--- src/verilog/aao_pkg.sv ---
/*
 Shared constants for the accumulator ALU datapath: operation codes,
 register offsets, status bit positions and reset values.
 Assumes nothing beyond a SystemVerilog compiler.
*/
package aao_pkg;

   // Operation codes presented by the instruction decoder
   typedef enum logic [4:0] {
      OP_NOP        = 5'h00,
      OP_ADC_ACC    = 5'h01,
      OP_ADC_MEM    = 5'h02,
      OP_ADD_ACC    = 5'h03,
      OP_ADD_IMM    = 5'h04,
      OP_ADD_MEM    = 5'h05,
      OP_AND_ACC    = 5'h06,
      OP_AND_IMM    = 5'h07,
      OP_AND_MEM    = 5'h08,
      OP_CALL       = 5'h09,
      OP_CLEAR_BYTE = 5'h0A,
      OP_CLEAR_BIT  = 5'h0B,
      OP_WDT_SINGLE = 5'h0C,
      OP_WDT_FIRST  = 5'h0D,
      OP_WDT_SECOND = 5'h0E,
      OP_INVERT_MEM = 5'h0F,
      OP_INVERT_ACC = 5'h10,
      OP_DEC_ADJUST = 5'h11,
      OP_DEC_MEM    = 5'h12,
      OP_DEC_ACC    = 5'h13
   } aao_op_type;

   // APB register byte offsets
   localparam logic [7:0] ACC_OFFSET    = 8'h00;
   localparam logic [7:0] STATUS_OFFSET = 8'h04;
   localparam logic [7:0] WDT_OFFSET    = 8'h08;
   localparam logic [7:0] PRECLR_OFFSET = 8'h0C;

   // Status register bit positions
   localparam int C_BIT   = 0;
   localparam int AC_BIT  = 1;
   localparam int Z_BIT   = 2;
   localparam int OV_BIT  = 3;
   localparam int PDF_BIT = 4;
   localparam int TO_BIT  = 5;

   // Reset values
   localparam logic [7:0] ACC_RESET  = 8'h00;
   localparam logic       FLAG_RESET = 1'b0;

   // Decimal adjust constants
   localparam logic [4:0] BCD_LIMIT  = 5'h09;
   localparam logic [4:0] BCD_ADJUST = 5'h06;

endpackage

--- src/verilog/aao_top.sv ---
/*
 Execution datapath for the add, AND, complement, decrement, decimal
 adjust, clear, call and watchdog clear operations of an 8-bit core,
 with an APB slave for accumulator, status and watchdog inspection.
 Assumes the decoder presents one operation per op_valid pulse with the
 addressed byte already read onto mem_rdata, all on pclk.
*/
// Our own choices: the APB register port and the register addresses.
`timescale 1ns/1ns
module aao_top #(
   parameter int WDT_WIDTH  = 8,
   parameter int ADDR_WIDTH = 8,
   parameter int PC_WIDTH   = 12
) (
   // Clock and reset
   input  wire logic                   pclk,
   input  wire logic                   presetn,
   // APB slave
   input  wire logic                   psel,
   input  wire logic                   penable,
   input  wire logic                   pwrite,
   input  wire logic [7:0]             paddr,
   input  wire logic [31:0]            pwdata,
   output logic      [31:0]            prdata,
   output logic                        pready,
   output logic                        pslverr,
   // Operation request from decoder
   input  wire logic                   op_valid,
   input  wire logic [4:0]             op_code,
   input  wire logic [ADDR_WIDTH-1:0]  mem_addr,
   input  wire logic [7:0]             mem_rdata,
   input  wire logic [7:0]             imm_data,
   input  wire logic [2:0]             bit_sel,
   input  wire logic [PC_WIDTH-1:0]    pc_now,
   input  wire logic [PC_WIDTH-1:0]    call_target,
   input  wire logic                   power_down_set,
   // Data memory write
   output logic                        mem_we,
   output logic      [ADDR_WIDTH-1:0]  mem_waddr,
   output logic      [7:0]             mem_wdata,
   // Sequencer
   output logic                        stack_push,
   output logic      [PC_WIDTH-1:0]    stack_data,
   output logic                        pc_load,
   output logic      [PC_WIDTH-1:0]    pc_target,
   // Core state
   output logic      [7:0]             accumulator_reg,
   output logic                        carry_flag,
   output logic                        aux_carry_flag,
   output logic                        zero_flag,
   output logic                        overflow_flag,
   output logic                        power_down_flag,
   output logic                        timeout_flag,
   output logic      [WDT_WIDTH-1:0]   watchdog_count
);

   if (WDT_WIDTH < 2 || WDT_WIDTH > 32) begin : g_wdt_check
      $error("WDT_WIDTH must lie between 2 and 32");
   end
   if (PC_WIDTH < 1 || PC_WIDTH > 32 || ADDR_WIDTH < 1) begin : g_w_check
      $error("PC_WIDTH or ADDR_WIDTH out of range");
   end

   // Sum with flags: {ov, ac, c, sum}
   function automatic logic [10:0] add8(input logic [7:0] a,
                                        input logic [7:0] b,
                                        input logic       cin);
      logic [4:0] low;
      logic [8:0] full;
      logic       ov;
      low  = {1'b0, a[3:0]} + {1'b0, b[3:0]} + {4'h0, cin};
      full = {1'b0, a} + {1'b0, b} + {8'h00, cin};
      ov   = (a[7] == b[7]) && (full[7] != a[7]);
      return {ov, low[4], full[8], full[7:0]};
   endfunction

   function automatic logic is_zero(input logic [7:0] v);
      return v == 8'h00;
   endfunction

   logic [10:0]          add_mem;
   logic [10:0]          add_mem_c;
   logic [10:0]          add_imm;
   logic [4:0]           low_sum;
   logic [4:0]           high_sum;
   logic                 nibble_adjust_carry;
   logic [7:0]           next_acc;
   logic                 next_c;
   logic                 next_ac;
   logic                 next_z;
   logic                 next_ov;
   logic                 next_mem_we;
   logic [7:0]           next_mem_wdata;
   logic                 next_push;
   logic                 wdt_clear;
   logic                 next_first;
   logic                 next_second;
   logic                 preclear_first;
   logic                 preclear_second;
   logic                 apb_access;
   logic                 apb_write;
   logic                 addr_ok;
   logic [7:0]           status_bits;
   logic                 wdt_wrap;
   aao_pkg::aao_op_type  op;

   assign op      = aao_pkg::aao_op_type'(op_code);
   assign add_mem   = add8(accumulator_reg, mem_rdata, 1'b0);
   assign add_mem_c = add8(accumulator_reg, mem_rdata, carry_flag);
   assign add_imm   = add8(accumulator_reg, imm_data, 1'b0);

   assign apb_access = psel && penable && !pready;
   assign apb_write  = apb_access && pwrite && addr_ok;
   assign addr_ok    = (paddr == aao_pkg::ACC_OFFSET)
                    || (paddr == aao_pkg::STATUS_OFFSET)
                    || (paddr == aao_pkg::WDT_OFFSET)
                    || (paddr == aao_pkg::PRECLR_OFFSET);
   assign wdt_wrap   = &watchdog_count;

   always_comb begin
      status_bits = 8'h00;
      status_bits[aao_pkg::C_BIT]   = carry_flag;
      status_bits[aao_pkg::AC_BIT]  = aux_carry_flag;
      status_bits[aao_pkg::Z_BIT]   = zero_flag;
      status_bits[aao_pkg::OV_BIT]  = overflow_flag;
      status_bits[aao_pkg::PDF_BIT] = power_down_flag;
      status_bits[aao_pkg::TO_BIT]  = timeout_flag;
   end

   // Decimal adjust nibble arithmetic
   always_comb begin
      if (accumulator_reg[3:0] > aao_pkg::BCD_LIMIT[3:0] ||
          aux_carry_flag) begin
         low_sum = {1'b0, accumulator_reg[3:0]} + aao_pkg::BCD_ADJUST;
      end else begin
         low_sum = {1'b0, accumulator_reg[3:0]};
      end
      nibble_adjust_carry = low_sum[4];
      high_sum = {1'b0, accumulator_reg[7:4]}
               + {4'h0, nibble_adjust_carry};
      if (high_sum > aao_pkg::BCD_LIMIT || carry_flag) begin
         high_sum = high_sum + aao_pkg::BCD_ADJUST;
      end
   end

   // Operation decode: next values of accumulator, flags and memory
   always_comb begin
      next_acc       = accumulator_reg;
      next_c         = carry_flag;
      next_ac        = aux_carry_flag;
      next_z         = zero_flag;
      next_ov        = overflow_flag;
      next_mem_we    = 1'b0;
      next_mem_wdata = mem_rdata;
      next_push      = 1'b0;
      wdt_clear      = 1'b0;
      next_first     = preclear_first;
      next_second    = preclear_second;
      if (op_valid) begin
         unique case (op)
            aao_pkg::OP_ADC_ACC: begin
               next_acc = add_mem_c[7:0];
               {next_ac, next_c} = add_mem_c[9:8];
               next_z   = is_zero(add_mem_c[7:0]);
            end
            aao_pkg::OP_ADC_MEM: begin
               next_mem_we    = 1'b1;
               next_mem_wdata = add_mem_c[7:0];
               {next_ov, next_ac, next_c} = add_mem_c[10:8];
               next_z         = is_zero(add_mem_c[7:0]);
            end
            aao_pkg::OP_ADD_ACC: begin
               next_acc = add_mem[7:0];
               {next_ov, next_ac, next_c} = add_mem[10:8];
               next_z   = is_zero(add_mem[7:0]);
            end
            aao_pkg::OP_ADD_IMM: begin
               next_acc = add_imm[7:0];
               {next_ov, next_ac, next_c} = add_imm[10:8];
               next_z   = is_zero(add_imm[7:0]);
            end
            aao_pkg::OP_ADD_MEM: begin
               next_mem_we    = 1'b1;
               next_mem_wdata = add_mem[7:0];
               {next_ov, next_ac, next_c} = add_mem[10:8];
               next_z         = is_zero(add_mem[7:0]);
            end
            aao_pkg::OP_AND_ACC: begin
               next_acc = accumulator_reg & mem_rdata;
               next_z   = is_zero(accumulator_reg & mem_rdata);
            end
            aao_pkg::OP_AND_IMM: begin
               next_acc = accumulator_reg & imm_data;
               next_z   = is_zero(accumulator_reg & imm_data);
            end
            aao_pkg::OP_AND_MEM: begin
               next_mem_we    = 1'b1;
               next_mem_wdata = accumulator_reg & mem_rdata;
               next_z         = is_zero(accumulator_reg & mem_rdata);
            end
            aao_pkg::OP_CALL: begin
               next_push = 1'b1;
            end
            aao_pkg::OP_CLEAR_BYTE: begin
               next_mem_we    = 1'b1;
               next_mem_wdata = 8'h00;
            end
            aao_pkg::OP_CLEAR_BIT: begin
               next_mem_we             = 1'b1;
               next_mem_wdata[bit_sel] = 1'b0;
            end
            aao_pkg::OP_WDT_SINGLE: begin
               wdt_clear = 1'b1;
            end
            aao_pkg::OP_WDT_FIRST: begin
               // Pair completes only with the other half pending
               if (preclear_second) begin
                  wdt_clear   = 1'b1;
                  next_second = 1'b0;
               end else begin
                  next_first = 1'b1;
               end
            end
            aao_pkg::OP_WDT_SECOND: begin
               if (preclear_first) begin
                  wdt_clear  = 1'b1;
                  next_first = 1'b0;
               end else begin
                  next_second = 1'b1;
               end
            end
            aao_pkg::OP_INVERT_MEM: begin
               next_mem_we    = 1'b1;
               next_mem_wdata = ~mem_rdata;
               next_z         = is_zero(~mem_rdata);
            end
            aao_pkg::OP_INVERT_ACC: begin
               next_acc = ~mem_rdata;
               next_z   = is_zero(~mem_rdata);
            end
            aao_pkg::OP_DEC_ADJUST: begin
               next_mem_we    = 1'b1;
               next_mem_wdata = {high_sum[3:0], low_sum[3:0]};
               if (high_sum > aao_pkg::BCD_LIMIT || carry_flag) begin
                  next_c = 1'b1;
               end
            end
            aao_pkg::OP_DEC_MEM: begin
               next_mem_we    = 1'b1;
               next_mem_wdata = mem_rdata - 8'h01;
               next_z         = is_zero(mem_rdata - 8'h01);
            end
            aao_pkg::OP_DEC_ACC: begin
               next_acc = mem_rdata - 8'h01;
               next_z   = is_zero(mem_rdata - 8'h01);
            end
            default: begin
               next_acc = accumulator_reg;
            end
         endcase
      end
   end

   // Accumulator: an operation outranks a software write in that cycle
   always_ff @(posedge pclk or negedge presetn) begin
      if (!presetn) begin
         accumulator_reg <= aao_pkg::ACC_RESET;
      end else if (op_valid) begin
         accumulator_reg <= next_acc;
      end else if (apb_write && paddr == aao_pkg::ACC_OFFSET) begin
         accumulator_reg <= pwdata[7:0];
      end
   end

   // Arithmetic flags
   always_ff @(posedge pclk or negedge presetn) begin
      if (!presetn) begin
         carry_flag     <= aao_pkg::FLAG_RESET;
         aux_carry_flag <= aao_pkg::FLAG_RESET;
         zero_flag      <= aao_pkg::FLAG_RESET;
         overflow_flag  <= aao_pkg::FLAG_RESET;
      end else if (op_valid) begin
         carry_flag     <= next_c;
         aux_carry_flag <= next_ac;
         zero_flag      <= next_z;
         overflow_flag  <= next_ov;
      end else if (apb_write && paddr == aao_pkg::STATUS_OFFSET) begin
         carry_flag     <= pwdata[aao_pkg::C_BIT];
         aux_carry_flag <= pwdata[aao_pkg::AC_BIT];
         zero_flag      <= pwdata[aao_pkg::Z_BIT];
         overflow_flag  <= pwdata[aao_pkg::OV_BIT];
      end
   end

   // Watchdog counter and its flags; a set wins over a clear
   always_ff @(posedge pclk or negedge presetn) begin
      if (!presetn) begin
         watchdog_count  <= '0;
         timeout_flag    <= aao_pkg::FLAG_RESET;
         power_down_flag <= aao_pkg::FLAG_RESET;
      end else begin
         if (wdt_clear) begin
            watchdog_count <= '0;
         end else begin
            watchdog_count <= watchdog_count + 1'b1;
         end
         if (wdt_wrap) begin
            timeout_flag <= 1'b1;
         end else if (wdt_clear) begin
            timeout_flag <= 1'b0;
         end
         if (power_down_set) begin
            power_down_flag <= 1'b1;
         end else if (wdt_clear) begin
            power_down_flag <= 1'b0;
         end
      end
   end

   // Pre-clear indicators
   always_ff @(posedge pclk or negedge presetn) begin
      if (!presetn) begin
         preclear_first  <= 1'b0;
         preclear_second <= 1'b0;
      end else begin
         preclear_first  <= next_first;
         preclear_second <= next_second;
      end
   end

   // Memory write and sequencer outputs, one cycle after the request
   always_ff @(posedge pclk or negedge presetn) begin
      if (!presetn) begin
         mem_we     <= 1'b0;
         mem_waddr  <= '0;
         mem_wdata  <= 8'h00;
         stack_push <= 1'b0;
         stack_data <= '0;
         pc_load    <= 1'b0;
         pc_target  <= '0;
      end else begin
         mem_we     <= next_mem_we;
         mem_waddr  <= mem_addr;
         mem_wdata  <= next_mem_wdata;
         stack_push <= next_push;
         stack_data <= pc_now + 1'b1;
         pc_load    <= next_push;
         pc_target  <= call_target;
      end
   end

   // APB answer after one wait cycle; unmapped offsets raise pslverr
   always_ff @(posedge pclk or negedge presetn) begin
      if (!presetn) begin
         pready  <= 1'b0;
         pslverr <= 1'b0;
         prdata  <= 32'h0000_0000;
      end else begin
         pready  <= apb_access;
         pslverr <= apb_access && !addr_ok;
         prdata  <= 32'h0000_0000;
         if (apb_access && !pwrite) begin
            unique case (paddr)
               aao_pkg::ACC_OFFSET:
                  prdata <= {24'h00_0000, accumulator_reg};
               aao_pkg::STATUS_OFFSET:
                  prdata <= {24'h00_0000, status_bits};
               aao_pkg::WDT_OFFSET:
                  prdata <= 32'(watchdog_count);
               aao_pkg::PRECLR_OFFSET:
                  prdata <= {30'h0, preclear_second,
                             preclear_first};
               default:
                  prdata <= 32'h0000_0000;
            endcase
         end
      end
   end

endmodule

--- config.mk ---
export PLATFORM = sky130hd
export DESIGN_NAME = aao_top
export DESIGN_NICKNAME = d
export VERILOG_FILES = /design/src/verilog/aao_pkg.sv /design/src/verilog/aao_top.sv
export SDC_FILE = /design/constraint.sdc
export NUM_CORES = 1
export LEC_CHECK = 0
export ABC_CLOCK_PERIOD_IN_PS = 4200
export BUFFER_PORTS_ARGS = -buffer_cell sky130_fd_sc_hd__buf_2
export CORE_AREA = 3 3 109 111
export CTS_BUF_LIST = sky130_fd_sc_hd__clkbuf_2
export DETAILED_ROUTE_END_ITERATION = 6
export DIE_AREA = 0 0 112 114
export PLACE_DENSITY = 0.82
export SLEW_MARGIN = 5
export SYNTH_ARGS = -nofsm -noshare
export SYNTH_HDL_FRONTEND = slang
export SYNTH_SLANG_ARGS = --single-unit
--- constraint.sdc ---
create_clock -name pclk -period 4.2 [get_ports pclk]
set_input_delay 0.42 -clock pclk [delete_from_list [all_inputs] [get_ports pclk]]
set_output_delay 0.42 -clock pclk [all_outputs]
set_load 0.005 [all_outputs]
==> results of run 1 <==
==> critical path, stage by stage (launching register included) <==
cell	delay, ns
dfrtp_1	0.45
ha_1	0.30
fa_1	0.69
ha_1	0.25
o211ai_1	0.16
nor2_1	0.32
xor2_1	0.14
or4b_1	0.55
or4_1	0.41
a31oi_1	0.17
==> power by group <==
group          total (mW)  switching (mW)  internal, mW
clock network       0.450           0.256         0.194
registers           0.986           0.157         0.829
logic                1.66           0.999         0.661
total                3.10            1.41          1.68
==> Yosys cell counts, types with 3 or more instances <==
| library cell | count | share of area, % |
|---|---|---|
| a21o_1 | 7 | 0.92 |
| a21boi_0 | 3 | 0.39 |
| a221oi_1 | 11 | 1.7 |
| a211o_1 | 3 | 0.46 |
| nor4_1 | 7 | 0.77 |
| o21bai_1 | 3 | 0.39 |
| a22o_1 | 3 | 0.46 |
| nand4_1 | 6 | 0.66 |
| dfrtp_1 | 76 | 33 |
| a21oi_1 | 39 | 3.4 |
| nand2b_1 | 3 | 0.33 |
| o21ai_0 | 32 | 2.8 |
| a41oi_1 | 4 | 0.61 |
| nor2b_1 | 10 | 1.1 |
| nor3b_1 | 3 | 0.39 |
| or3_1 | 3 | 0.33 |
| nand3_1 | 26 | 2.3 |
| o31ai_1 | 6 | 0.79 |
| o2111ai_1 | 7 | 1.1 |
| mux2i_1 | 8 | 1.4 |
| xnor2_1 | 26 | 4.0 |
| o221ai_1 | 5 | 0.77 |
| and2_1 | 4 | 0.44 |
| buf_4 | 26 | 3.4 |
| nor3_1 | 13 | 1.1 |
| o22ai_1 | 8 | 0.88 |
| ha_1 | 27 | 5.9 |
| nor2_1 | 64 | 4.2 |
| buf_2 | 5 | 0.44 |
| clkbuf_1 | 20 | 1.3 |
| a211oi_1 | 5 | 0.66 |
| or2_2 | 3 | 0.33 |
| or4_1 | 4 | 0.53 |
| nand2_1 | 40 | 2.6 |
| a31oi_1 | 12 | 1.3 |
| a22oi_1 | 6 | 0.79 |
| o211ai_1 | 7 | 0.92 |
| inv_1 | 24 | 1.6 |
| xor2_1 | 17 | 2.6 |
| o21a_1 | 5 | 0.66 |
| and3_1 | 9 | 0.99 |
==> per-stage QoR <==
stage,cell area (µm²),setup slack [ns],hold slack (ns),power (mW),util [%]
after floorplan,5800,1.18,0.124,2.03,-
after detailed placement,6450,0.623,0.516,2.59,59.3
final,6810,0.694,0.0432,3.10,62.5
after global routing,6810,0.484,0.0144,3.30,62.5
after global placement,6450,0.564,0.489,2.55,59.3
after CTS,6800,0.776,0.00175,3.06,62.4
==> per-layer routing <==
metal  wire, µm  vias to the layer above
li1           -                     2676
met1       8330                     2905
met2       9950                      316
met3       2070                       49
met4        620                        0
met5          0                        -
==> cells by family (layout without fill, tap and decap cells) <==
| group | after synthesis | count (layout) | synth area share (%) |
|---|---|---|---|
| flops | 76 | 76 | 33.3 |
| compound gates | 188 | 188 | 22.7 |
| simple gates | 218 | 218 | 20.0 |
| mux | 12 | 12 | 2.59 |
| xor+xnor | 44 | 44 | 6.88 |
| fa+ha+maj | 29 | 29 | 6.62 |
| other cells | 1 | 24 | 0.0657 |
| buf+inv | 82 | 225 | 7.82 |
==> worst paths after layout <==
path,startpoint,end,slack (ns),cells past startpoint
worst min-delay path,power_down_set,power_down_flag,0.04,2
worst max-delay path,accumulator_reg[0],zero_flag,0.69,9
worst min register to register,timeout_flag,timeout_flag,0.55,1
worst max register to register,accumulator_reg[0],zero_flag,0.69,9
max in group asynchronous,presetn,zero_flag,3.08,2
min in group asynchronous,presetn,mem_wdata[0],0.52,2
==> repair_timing <==
item,in CTS,in global routing
resized for setup,0,0
buffers inserted,0,0
hold buffers,21,1
hold endpoints to repair,39,1
==> area by class of cell <==
type	count	area [µm²]	share of cell area, %
clock buffers	9	45.0	0.662
clock inverters	7	88.8	1.31
inverters	26	97.6	1.43
multi-input cells	515	3450	50.7
flip-flops and latches	76	1900	27.9
well taps	140	175	2.57
repair buffers	183	1050	15.4
==> results by stage, run 1 <==
Outcome:
- The run finished with clean final reports.

Route:
- The average wire per standard cell is 21.9 µm.
- The remaining antenna violation count is 0.
- The via count of the routed design is 5,946.
- The first TritonRoute pass finished after 5 iterations.
- The ratio of routed vias to standard cells is 6.22.
- For this block, the routed nets add up to 21,000 µm of wire.
- After detailed routing, the number of remaining DRC violations is 0.
- The first routing iteration left 717 violations.

Clock tree:
- TritonCTS built the clock tree.
- CTS built an H-tree with a depth of 3.
- After clock tree synthesis, the clock-pin slew on the worst setup and hold paths is 0.21 ns.
- The clock root buffer is clkbuf_2.
- The clock drives 76 sinks.
- For the worst-skew pair, the clock arrives at the later sink with an insertion delay of 0.55 ns.
- The clock passes through at most 2 buffers.
- The number of buffers added by the clock tree synthesis step is 9.

STA:
- The share of the clock period used by the worst path is 83.5%.
- Timing would allow up to 285 MHz.
- The count of final hold-check violations is 0.
- Setup repair after global routing left no endpoint under its margin.
- The final-report max-slew violation count is 0.
- Subtracting the final worst setup slack from the clock period gives 3.51 ns.
- Setup total negative slack on the finished layout was measured at 0 ns.
- The total of endpoints with negative setup slack in the final report is 0.
- The slew at the pin closest to its max-slew limit is 0.928 ns.
- On the final layout, the worst clock skew is 0.0205 ns.
- In this run the tightest slew margin relative to its limit is 38.1%.

Placement:
- The congestion estimate from routability-driven global placement came to 1.06.
- The number of buffer cells added on primary ports is 153.
- Detailed placement finished with a half-perimeter wire length of 16,100 µm.
- In this run, placement finished with an instance count of 918.

Global routing:
- The all-layer global routing usage is 32.3%.
- In the global route stage, met1 resource usage came out at 41.6%.
- After global routing, the most crowded layer is met2.
- The routing usage on met2 is 53.1%.
- The initial antenna violation count came to 0.
- The sum of overflow across all layers after global routing is 0.
- The global-route track usage on met3 is 9.55%.
- The via count of the first global-routing pass came to 5,679.
- The largest net degree at the start of global routing is 77.
- The first global-routing pass estimated 32,100 µm of wire.

Critical path:
- STA classifies the critical path endpoint as a register.
- STA classifies the critical path startpoint as a register.
- The required time at the endpoint of the critical path is 4.67 ns.
- The maximum fanout count along the critical path is 6.
- The critical path is of the register to register type.
- For the worst setup path, the data arrival time is 3.98 ns.

Die:
- The number of placed I/O pins is 202.
- The overall die height is 114 µm.
- The total die area is 12,800 µm².
- The floorplan has 38 rows.
- The total core area is 10,900 µm².
- The starting density of the core is 52.4%.
- Measured along the x axis, the die boundary spans 112 µm.

Logic synthesis:
- Counting flops with a built-in enable in the synthesized netlist gives 0.
- The mapped netlist covers 5710 µm².
- The register bit total from synthesis is 76.
- Counting every instance in the synthesized netlist gives 650.
- The most common flop cell mapped by yosys is dfrtp_1.
- The number of different library cells used by synthesis comes to 85.
- The sequential fraction of the synthesis area is 33.3%.
- For this run, the number of Yosys warnings is 0.
- Counting flops with an async set or reset pin after synthesis yields a share of 100%.
- The average instance in the mapped netlist occupies 8.79 µm².

Cells and area:
- The layout-stage area growth over the synthesis result is 19.2%.
- After filler insertion, the fill cell instance count of the layout stands at 934.
- The finished layout holds 956 standard cells, fillers aside.
- The repair_antennas step left the layout with diodes totalling 0.
- The layout net count is 943.
- The library cell used most frequently in the layout, excluding fill and tap cells, is buf_2.
- In the layout the commonest cells are buf_2 (152), dfrtp_1 (76), nor2_1 (64).
- The largest registers in the layout are pc_target: 12 flops, stack_data: 12 flops.
- The share of post-route cells with drive strength above 1 is 24.6%.

Power and ir drop:
- The areal power density over the cells is 455 nW/µm².
- VDD sags by at most 0.314 mV.
- The leakage dissipation is 3.13 nW.

Hold path:
- The path category of the worst min-delay check is input port to register.

Run:
- The number of max-capacitance violations reported is 0.
(Power assumes the default switching activity.)
==> inputs of run 2 (changes only) <==
--- a/config.mk
+++ b/config.mk
@@ -5,7 +5,7 @@
 export SDC_FILE = /design/constraint.sdc
 export NUM_CORES = 1
 export LEC_CHECK = 0
-export ABC_CLOCK_PERIOD_IN_PS = 4200
+export ABC_CLOCK_PERIOD_IN_PS = 3400
 export BUFFER_PORTS_ARGS = -buffer_cell sky130_fd_sc_hd__buf_2
 export CORE_AREA = 3 3 109 111
 export CTS_BUF_LIST = sky130_fd_sc_hd__clkbuf_2
==> constraint.sdc (replaced) <==
create_clock -name pclk -period 3.4 [get_ports pclk]
set_input_delay 0.34 -clock pclk [delete_from_list [all_inputs] [get_ports pclk]]
set_output_delay 0.34 -clock pclk [all_outputs]
set_load 0.005 [all_outputs]
==> run 2 against run 1 <==
  * Highest routed layer unchanged
  * Die area did not move
  * Sequential share of layout area fell by 1.2 points
  * Clock power rose by 35%
  * Register-to-register slack got worse by 0.52 ns
  * Cell count rose by 3.6%
  * Non-clock buffer count rose by 34
  * Utilization rose by 2.7 points
  * Fmax rose by 8.7%
  * Sequential power rose by 21%
  * Critical path depth fell by 1
  * First-iteration DRC count rose by 41%
==> results by stage, run 2 (same netlist as run 1, synthesis figures left out) <==
Route:
- The routed design uses 11,100 µm of met2 wire.
- For this block, the initial DRC count from the detailed router was 1,012.
- Summed over all layers, the routed wires come to 22,800 µm.
- The via count of the routed design is 6,318.
- For this block, wires on met1 add up to 8750 µm.
- The wire length on met3 is 2260 µm.
- Dividing the detail-routed via count by the number of cells gives 6.38.
- The number of remaining DRC errors is 0.
- The top routing layer in use is met4.
- The first detailed-routing pass took 6 iterations.
- The remaining antenna violation count is 0.
- Dividing the detail-routed wire length by the instance count gives 23.1 µm.

Hold path:
- Counting instances, the worst hold path has a depth of 3.
- The tightest min-delay check is of the input port to register type.
- In this run the most critical hold path is launched from pc_now[6].

Global routing:
- Global routing used 34.9% of the available tracks across all layers.
- The via count of the first global-routing pass is 5,941.
- The first global-routing pass estimated 34,500 µm of wire.
- The sum of overflow across all layers after global routing is 0.
- The initial antenna violation count is 0.
- The largest net degree at the start of global routing is 77.

Outcome:
- The run finished with clean final reports.

STA:
- For the pin with the worst max-slew slack, the measured transition is 0.971 ns.
- Setup slack on the critical path of the routed design comes to 0.173 ns.
- Setup total negative slack on the finished layout was measured at 0 ns.
- The total of endpoints with negative setup slack in the final report is 0.
- The post-layout minimum cycle time is 3.23 ns.
- The count of final hold-check violations is 0.
- The hold slack is 0.0535 ns.
- The worst slew slack as a fraction of its limit is 35.3%.
- Clock skew on the completed layout was measured at 0.0174 ns.
- Derived from the worst setup path, the maximum achievable clock frequency is 310 MHz.
- The worst path uses 94.9% of the clock period.
- The final-report max-slew violation count was 0.

Cells and area:
- From synthesis to final layout, the design area changed by 24.4%.
- The number of antenna diodes is 0.
- Of the cells placed in the final design, the portion with a size suffix greater than 1 is 26.6%.
- In the layout the commonest cells are buf_2 (152), dfrtp_1 (76), nor2_1 (64).
- The net count of the finished layout is 977.
- The largest registers in the layout are pc_target: 12 flops, stack_data: 12 flops.
- In the final layout, the multi-input gates occupy 3450 µm².
- The number of filler cells placed in the layout is 897.
- The most common cell after layout, fill and taps aside is buf_2.
- In the final layout, flip-flops and latches occupy 1900 µm².

Power and ir drop:
- The design internal power is 2.25 mW.
- In this run, the clock network consumes 14.6% of the power.
- The proportion of power drawn by flip-flops and latches is 28.7%.
- Combinational logic is responsible for 56.8% of the overall power.
- The maximum vdd drop is 0.423 mV.
- Net switching is 46.0% of the power.
- Dividing total power by cell area gives a power density of 585 nW/µm².
- Summed over all nets, the switching power comes to 1.91 mW.
- Summed over all cells, the static leakage comes to 3.29 nW.

Die:
- For this configuration, the core starts out at a cell density of 52.4%.
- The floorplan step defined a die boundary enclosing 12,800 µm².
- 202 I/O pins were placed.
- The horizontal die dimension is 112 µm.
- The standard-cell row count is 38.
- The core region is 10,900 µm².
- Measured along the y axis, the die boundary spans 114 µm.

Clock tree:
- Clock latency on the worst-skew pair, taken at its later pin, is 0.56 ns.
- After clock tree synthesis, the clock-pin slew on the worst setup and hold paths is 0.24 ns.
- The maximum level of the CTS H-tree is 3.
- Buffers added to address setup during post-CTS repair amount to 0.
- Clock tree synthesis inserted a total of 9 buffers.
- The buffer depth of the longest clock path is 2.
- The clock root buffer is clkbuf_2.
- The clock tree from TritonCTS is done.
- The TritonCTS sink count is 76.

Placement:
- The final RePlAce weighted congestion is 0.981.
- Summed over all nets, the half-perimeter wirelength after detailed placement is 16,800 µm.
- The count of buffers added on input and output ports is 153.
- The setup slack at placement is 0.211 ns.

Critical path:
- The master of the slowest instance on the critical path is or4b_1.
- The start point of the critical path is accumulator_reg[2].
- The number of cells on the critical path is 8.
- Together, buffers and inverters on the worst path number 0.
- The worst stage delay on the critical path is 0.55 ns.
- Counting cells, the worst reg-to-reg path comes to 8.
- The worst setup path is launched from a register.
- By startpoint and endpoint, the worst setup path is classified as register to register.
- Traced cell by cell, the critical path runs through ha_1, o21ai_1, o211ai_1, nor2_1, xor2_1, or4b_1, or4_1, a31oi_1.
- Data on the critical path arrives at its endpoint at 3.72 ns.
- The worst setup path is captured at a register.
- The launching point of the worst reg2reg path is accumulator_reg[2].
- The kind of cell with the highest combined delay along the critical path is simple AND/OR/NAND/NOR gates.
- In this run the worst path has a maximum fanout of 8.
- Data on the critical path is required at its endpoint by 3.90 ns.

Run:
- The number of max-capacitance violations reported is 0.
run 2: changes by cell type in the layout (fill, tap and decap cells not counted), sizes merged:
cell / change
dlygate4sd3: +11
buf: +23
run 2: area by class of cell:
type | count | share of cell area [%]
Timing Repair Buffer | 217 | 18.7
Inverter | 26 | 1.37
Clock buffer | 9 | 0.634
Sequential cell | 76 | 26.8
Multi-Input combinational cell | 515 | 48.6
Clock inverter | 7 | 1.41
Tap cell | 140 | 2.47
run 2: path summary, 6_finish.rpt:
kind                                endpoint  slack (ns)
min in group asynchronous       pc_target[6]        0.41
setup / recovery                   zero_flag        0.17
max in group asynchronous  watchdog_count[4]        2.34
hold / removal                 stack_data[6]        0.05
setup reg to reg                   zero_flag        0.17
hold reg to reg              power_down_flag        0.55
run 2: per-layer routing:
layer  vias up  GRT usage, %
li1       2739             -
met1      3069          46.0
met2       441          59.2
met3        69          6.21
met4         0          10.0
met5         -             0
run 2: stage by stage:
stage	power, mW	util, %	area [µm²]	std cells
2_1_floorplan	2.51	-	5800	673
3_3_place_gp	3.38	60.8	6620	941
3_5_place_dp	3.43	60.8	6620	941
4_1_cts	4.06	65.2	7100	990
5_1_grt	4.38	65.2	7100	990
6_report	4.16	65.2	7100	990
run 2: timing repair:
item / CTS / global route
resized for setup: 0 / 1
hold buffers: 33 / 0
setup endpoints to repair: 0 / 1
endpoints found under the hold margin: 108 / 0
run 2: tightest hold or removal path, stage by stage:
cell,delay [ns]
buf_2,0.11
inv_1,0.07
xnor2_1,0.09
run 2: power groups by stage:
| stage | Clock [mW] | Combinational (mW) | Sequential, mW |
|---|---|---|---|
| 2_1_floorplan | 0 | 1.33 | 1.18 |
| 3_3_place_gp | 0 | 2.19 | 1.20 |
| 3_5_place_dp | 0 | 2.23 | 1.20 |
| 4_1_cts | 0.603 | 2.27 | 1.18 |
| 5_1_grt | 0.646 | 2.53 | 1.21 |
| 6_report | 0.607 | 2.36 | 1.19 |
==> inputs of run 3 (changes only) <==
--- a/config.mk
+++ b/config.mk
@@ -5,13 +5,13 @@
 export SDC_FILE = /design/constraint.sdc
 export NUM_CORES = 1
 export LEC_CHECK = 0
-export ABC_CLOCK_PERIOD_IN_PS = 3400
+export ABC_CLOCK_PERIOD_IN_PS = 4100
 export BUFFER_PORTS_ARGS = -buffer_cell sky130_fd_sc_hd__buf_2
-export CORE_AREA = 3 3 109 111
+export CORE_AREA = 3 3 106 108
 export CTS_BUF_LIST = sky130_fd_sc_hd__clkbuf_2
 export DETAILED_ROUTE_END_ITERATION = 6
-export DIE_AREA = 0 0 112 114
-export PLACE_DENSITY = 0.82
+export DIE_AREA = 0 0 109 111
+export PLACE_DENSITY = 0.86
 export SLEW_MARGIN = 5
 export SYNTH_ARGS = -nofsm -noshare
 export SYNTH_HDL_FRONTEND = slang
==> constraint.sdc (replaced) <==
create_clock -name pclk -period 4.1 [get_ports pclk]
set_input_delay 0.41 -clock pclk [delete_from_list [all_inputs] [get_ports pclk]]
set_output_delay 0.41 -clock pclk [all_outputs]
set_load 0.005 [all_outputs]
==> run 3 against run 2 <==
  * Combinational power shrank 26%
  * Setup slack gained 0.45 ns
  * Flip-flop and latch count is the same
==> results by stage, run 3 (same netlist as run 1, synthesis figures left out) <==
Die:
- The total core area is 10,300 µm².
- The die is 111 µm tall.
- The horizontal die dimension is 109 µm.
- The standard-cell row count is 37.
- The total die area is 12,100 µm².
- The number of placed I/O pins is 202.
- The starting density of the core is 55.3%.

Power and ir drop:
- The internal power of the cells totals 1.66 mW.
- The share of total power dissipated in sequential elements is 31.5%.
- Of the total power, combinational logic draws 55.4%.
- The analysis attributes to net switching a power of 1.48 mW.
- The post-route total power is 3.15 mW.
- The clock network is responsible for 13.1% of the overall power.
- Summed over all cells, the static leakage comes to 3.12 nW.
- Power spread over the standard cell area amounts to 464 nW/µm².
- Net switching is 47.2% of the power.
- The maximum vdd drop is 0.279 mV.

Cells and area:
- The layout net count is 944.
- The count of placed standard cells in the final layout, fillers left out is 953.
- The number of antenna diodes is 0.
- The share of post-route cells with drive strength above 1 is 24.6%.
- The number of filler cells placed in the layout is 864.
- The library cell used most frequently in the layout, excluding fill and tap cells, is buf_2.
- The largest registers in the layout are pc_target: 12 flops, stack_data: 12 flops.
- The top cell types in the final layout, fill and taps aside, are buf_2 (152), dfrtp_1 (76), nor2_1 (64).
- Compared with the post-synthesis result, the final layout area differs by 18.9%.
- At the end of the flow the core is filled with cells to 65.8%.
- The finished layout cell area is 6790 µm².

Global routing:
- The largest net degree at the start of global routing is 77.
- For this run, the total global-route usage over all layers was measured as 34.0%.
- The initial antenna violation count is 0.
- Global routing finished with a remaining overflow of 0.
- The wire length of the first global-routing pass is 31,800 µm.
- The via count of the first global-routing pass came to 5,887.

Clock tree:
- The post-cts sizing count is 0.
- The register clock-pin slew on the reported worst setup and hold paths is 0.20 ns.
- The post-CTS setup buffer count is 0.
- Clock tree synthesis inserted a total of 9 buffers.
- The maximum level of the CTS H-tree is 3.
- The clock tree from TritonCTS is done.
- The buffer depth of the longest clock path is 2.
- CTS saw 76 sinks.
- The clock root buffer is clkbuf_2.
- At the later pin of the worst-skew pair, clock insertion delay measures 0.55 ns.

Critical path:
- The most critical setup path has its endpoint at zero_flag.
- The most numerous cell type found on the critical path is ha_1.
- The launching point of the worst reg2reg path is accumulator_reg[0].
- The data arrival time of the worst path is 3.95 ns.
- The worst reg2reg path endpoint is zero_flag.
- Tracing the worst setup path back leads to its startpoint at accumulator_reg[0].
- The worst setup path is captured at a register.
- The worst register-to-register path has a depth of 9.
- The master of the slowest instance on the critical path is fa_1.
- STA classifies the critical path startpoint as a register.
- The signal on the critical path passes through ha_1, fa_1, ha_1, o211ai_1, nor2_1, xor2_1, or4b_1, or4_1, a31oi_1.
- Counting both buffers and inverters, the worst setup path holds a total of 0.
- The number of cells on the critical path is 9.
- At the worst endpoint, the required time is 4.57 ns.
- On the worst path, the slowest cell contributes a delay of 0.69 ns.
- The register-to-register setup slack is 0.62 ns.
- The kind of critical path is register to register.
- In this run the worst path has a maximum fanout of 6.
- Broken down by cell family, the worst path's largest delay share belongs to adder cells.

STA:
- Setup violations remaining at the end of the flow were counted as 0.
- The final-report max-slew violation count is 0.
- The worst slew slack as a fraction of its limit is 27.0%.
- Adding up every negative setup slack in the final design gives 0 ns.
- Setup repair after global routing left no endpoint under its margin.
- The final critical path takes up 84.9% of the cycle.
- The maximum operating frequency is 287 MHz.
- Subtracting the final worst setup slack from the clock period gives 3.48 ns.
- The largest clock skew in the final design is 0.0264 ns.
- The slew at the pin closest to its max-slew limit is 1.08 ns.
- The count of final hold-check violations is 0.

Outcome:
- The run finished with clean final reports.

Route:
- For this run, the detailed router's first-pass iteration total came to 6.
- The ratio of routed vias to standard cells is 6.25.
- The number of remaining DRC errors is 0.
- The iteration-0 DRC count of the detailed router is 720.
- After detailed routing, the average wire length per cell comes to 21.3 µm.
- Wires add up to 20,300 µm.
- The remaining antenna violation count is 0.
- The via count of the routed design is 5,956.

Placement:
- The number of buffer cells added on primary ports is 153.
- The half-perimeter wire length after placement is 15,300 µm.
- At the end of routability-driven placement, the weighted congestion stood at 1.05.
- After detailed placement, the design holds a cell count of 913.
- The placed instances occupy a cell area of 6440 µm².

Hold path:
- The path category of the worst min-delay check is input port to register.

Run:
- The tool flagged a number of max-cap violations equal to 0.
==> run 3: layout make-up <==
class                      instances  area [µm²]  share of cell area (%)
clock buffer                       9        45.0                   0.663
inverter                          26        97.6                    1.44
clock inverter                     7        67.6                   0.995
tap                              136         170                    2.51
sequential                        76        1900                    28.0
timing repair buffer             184        1060                    15.6
multi-input combinational        515        3450                    50.8
==> run 3: power groups by stage <==
| stage | Clock, mW | Combinational, mW | Sequential (mW) |
|---|---|---|---|
| 5_1_grt | 0.455 | 1.89 | 1.00 |
| 4_1_cts | 0.420 | 1.69 | 0.984 |
| 6_report | 0.413 | 1.74 | 0.993 |
| 3_5_place_dp | 0 | 1.67 | 1.00 |
| 2_1_floorplan | 0 | 1.10 | 0.979 |
| 3_3_place_gp | 0 | 1.63 | 0.996 |
==> run 3: worst min path at each step <==
stage / end / startpoint / cells past startpoint / slack, ns
floorplan: accumulator_reg[0] / presetn / 0 / 0.11
global placement: power_down_flag / power_down_flag / 1 / 0.49
detailed placement: power_down_flag / power_down_flag / 1 / 0.50
CTS: stack_data[9] / pc_now[9] / 2 / 0.002
global route: stack_data[9] / pc_now[9] / 2 / 0.002
finish: stack_data[10] / pc_now[10] / 2 / 0.04
==> run 3: what timing repair did <==
action,in CTS,in global routing
setup endpoints to repair,0,0
endpoints found under the hold margin,33,0
hold buffers,24,0
==> run 3: metrics by stage <==
step | setup slack (ns) | hold WS, ns
floorplan | 1.08 | 0.114
global route | 0.369 | 0.00209
global placement | 0.578 | 0.485
CTS | 0.671 | 0.00193
finish | 0.620 | 0.0374
detailed placement | 0.537 | 0.497
==> run 3: per-layer routing <==
layer  GRT usage [%]  vias up  share of wire, %  wire (µm)
met5               0        -                 0          0
met4            16.2        0               4.7        959
met3            6.58       80                10       2060
met2            53.4      383                47       9480
met1            44.5     2815                38       7820
li1                -     2678                 -          -
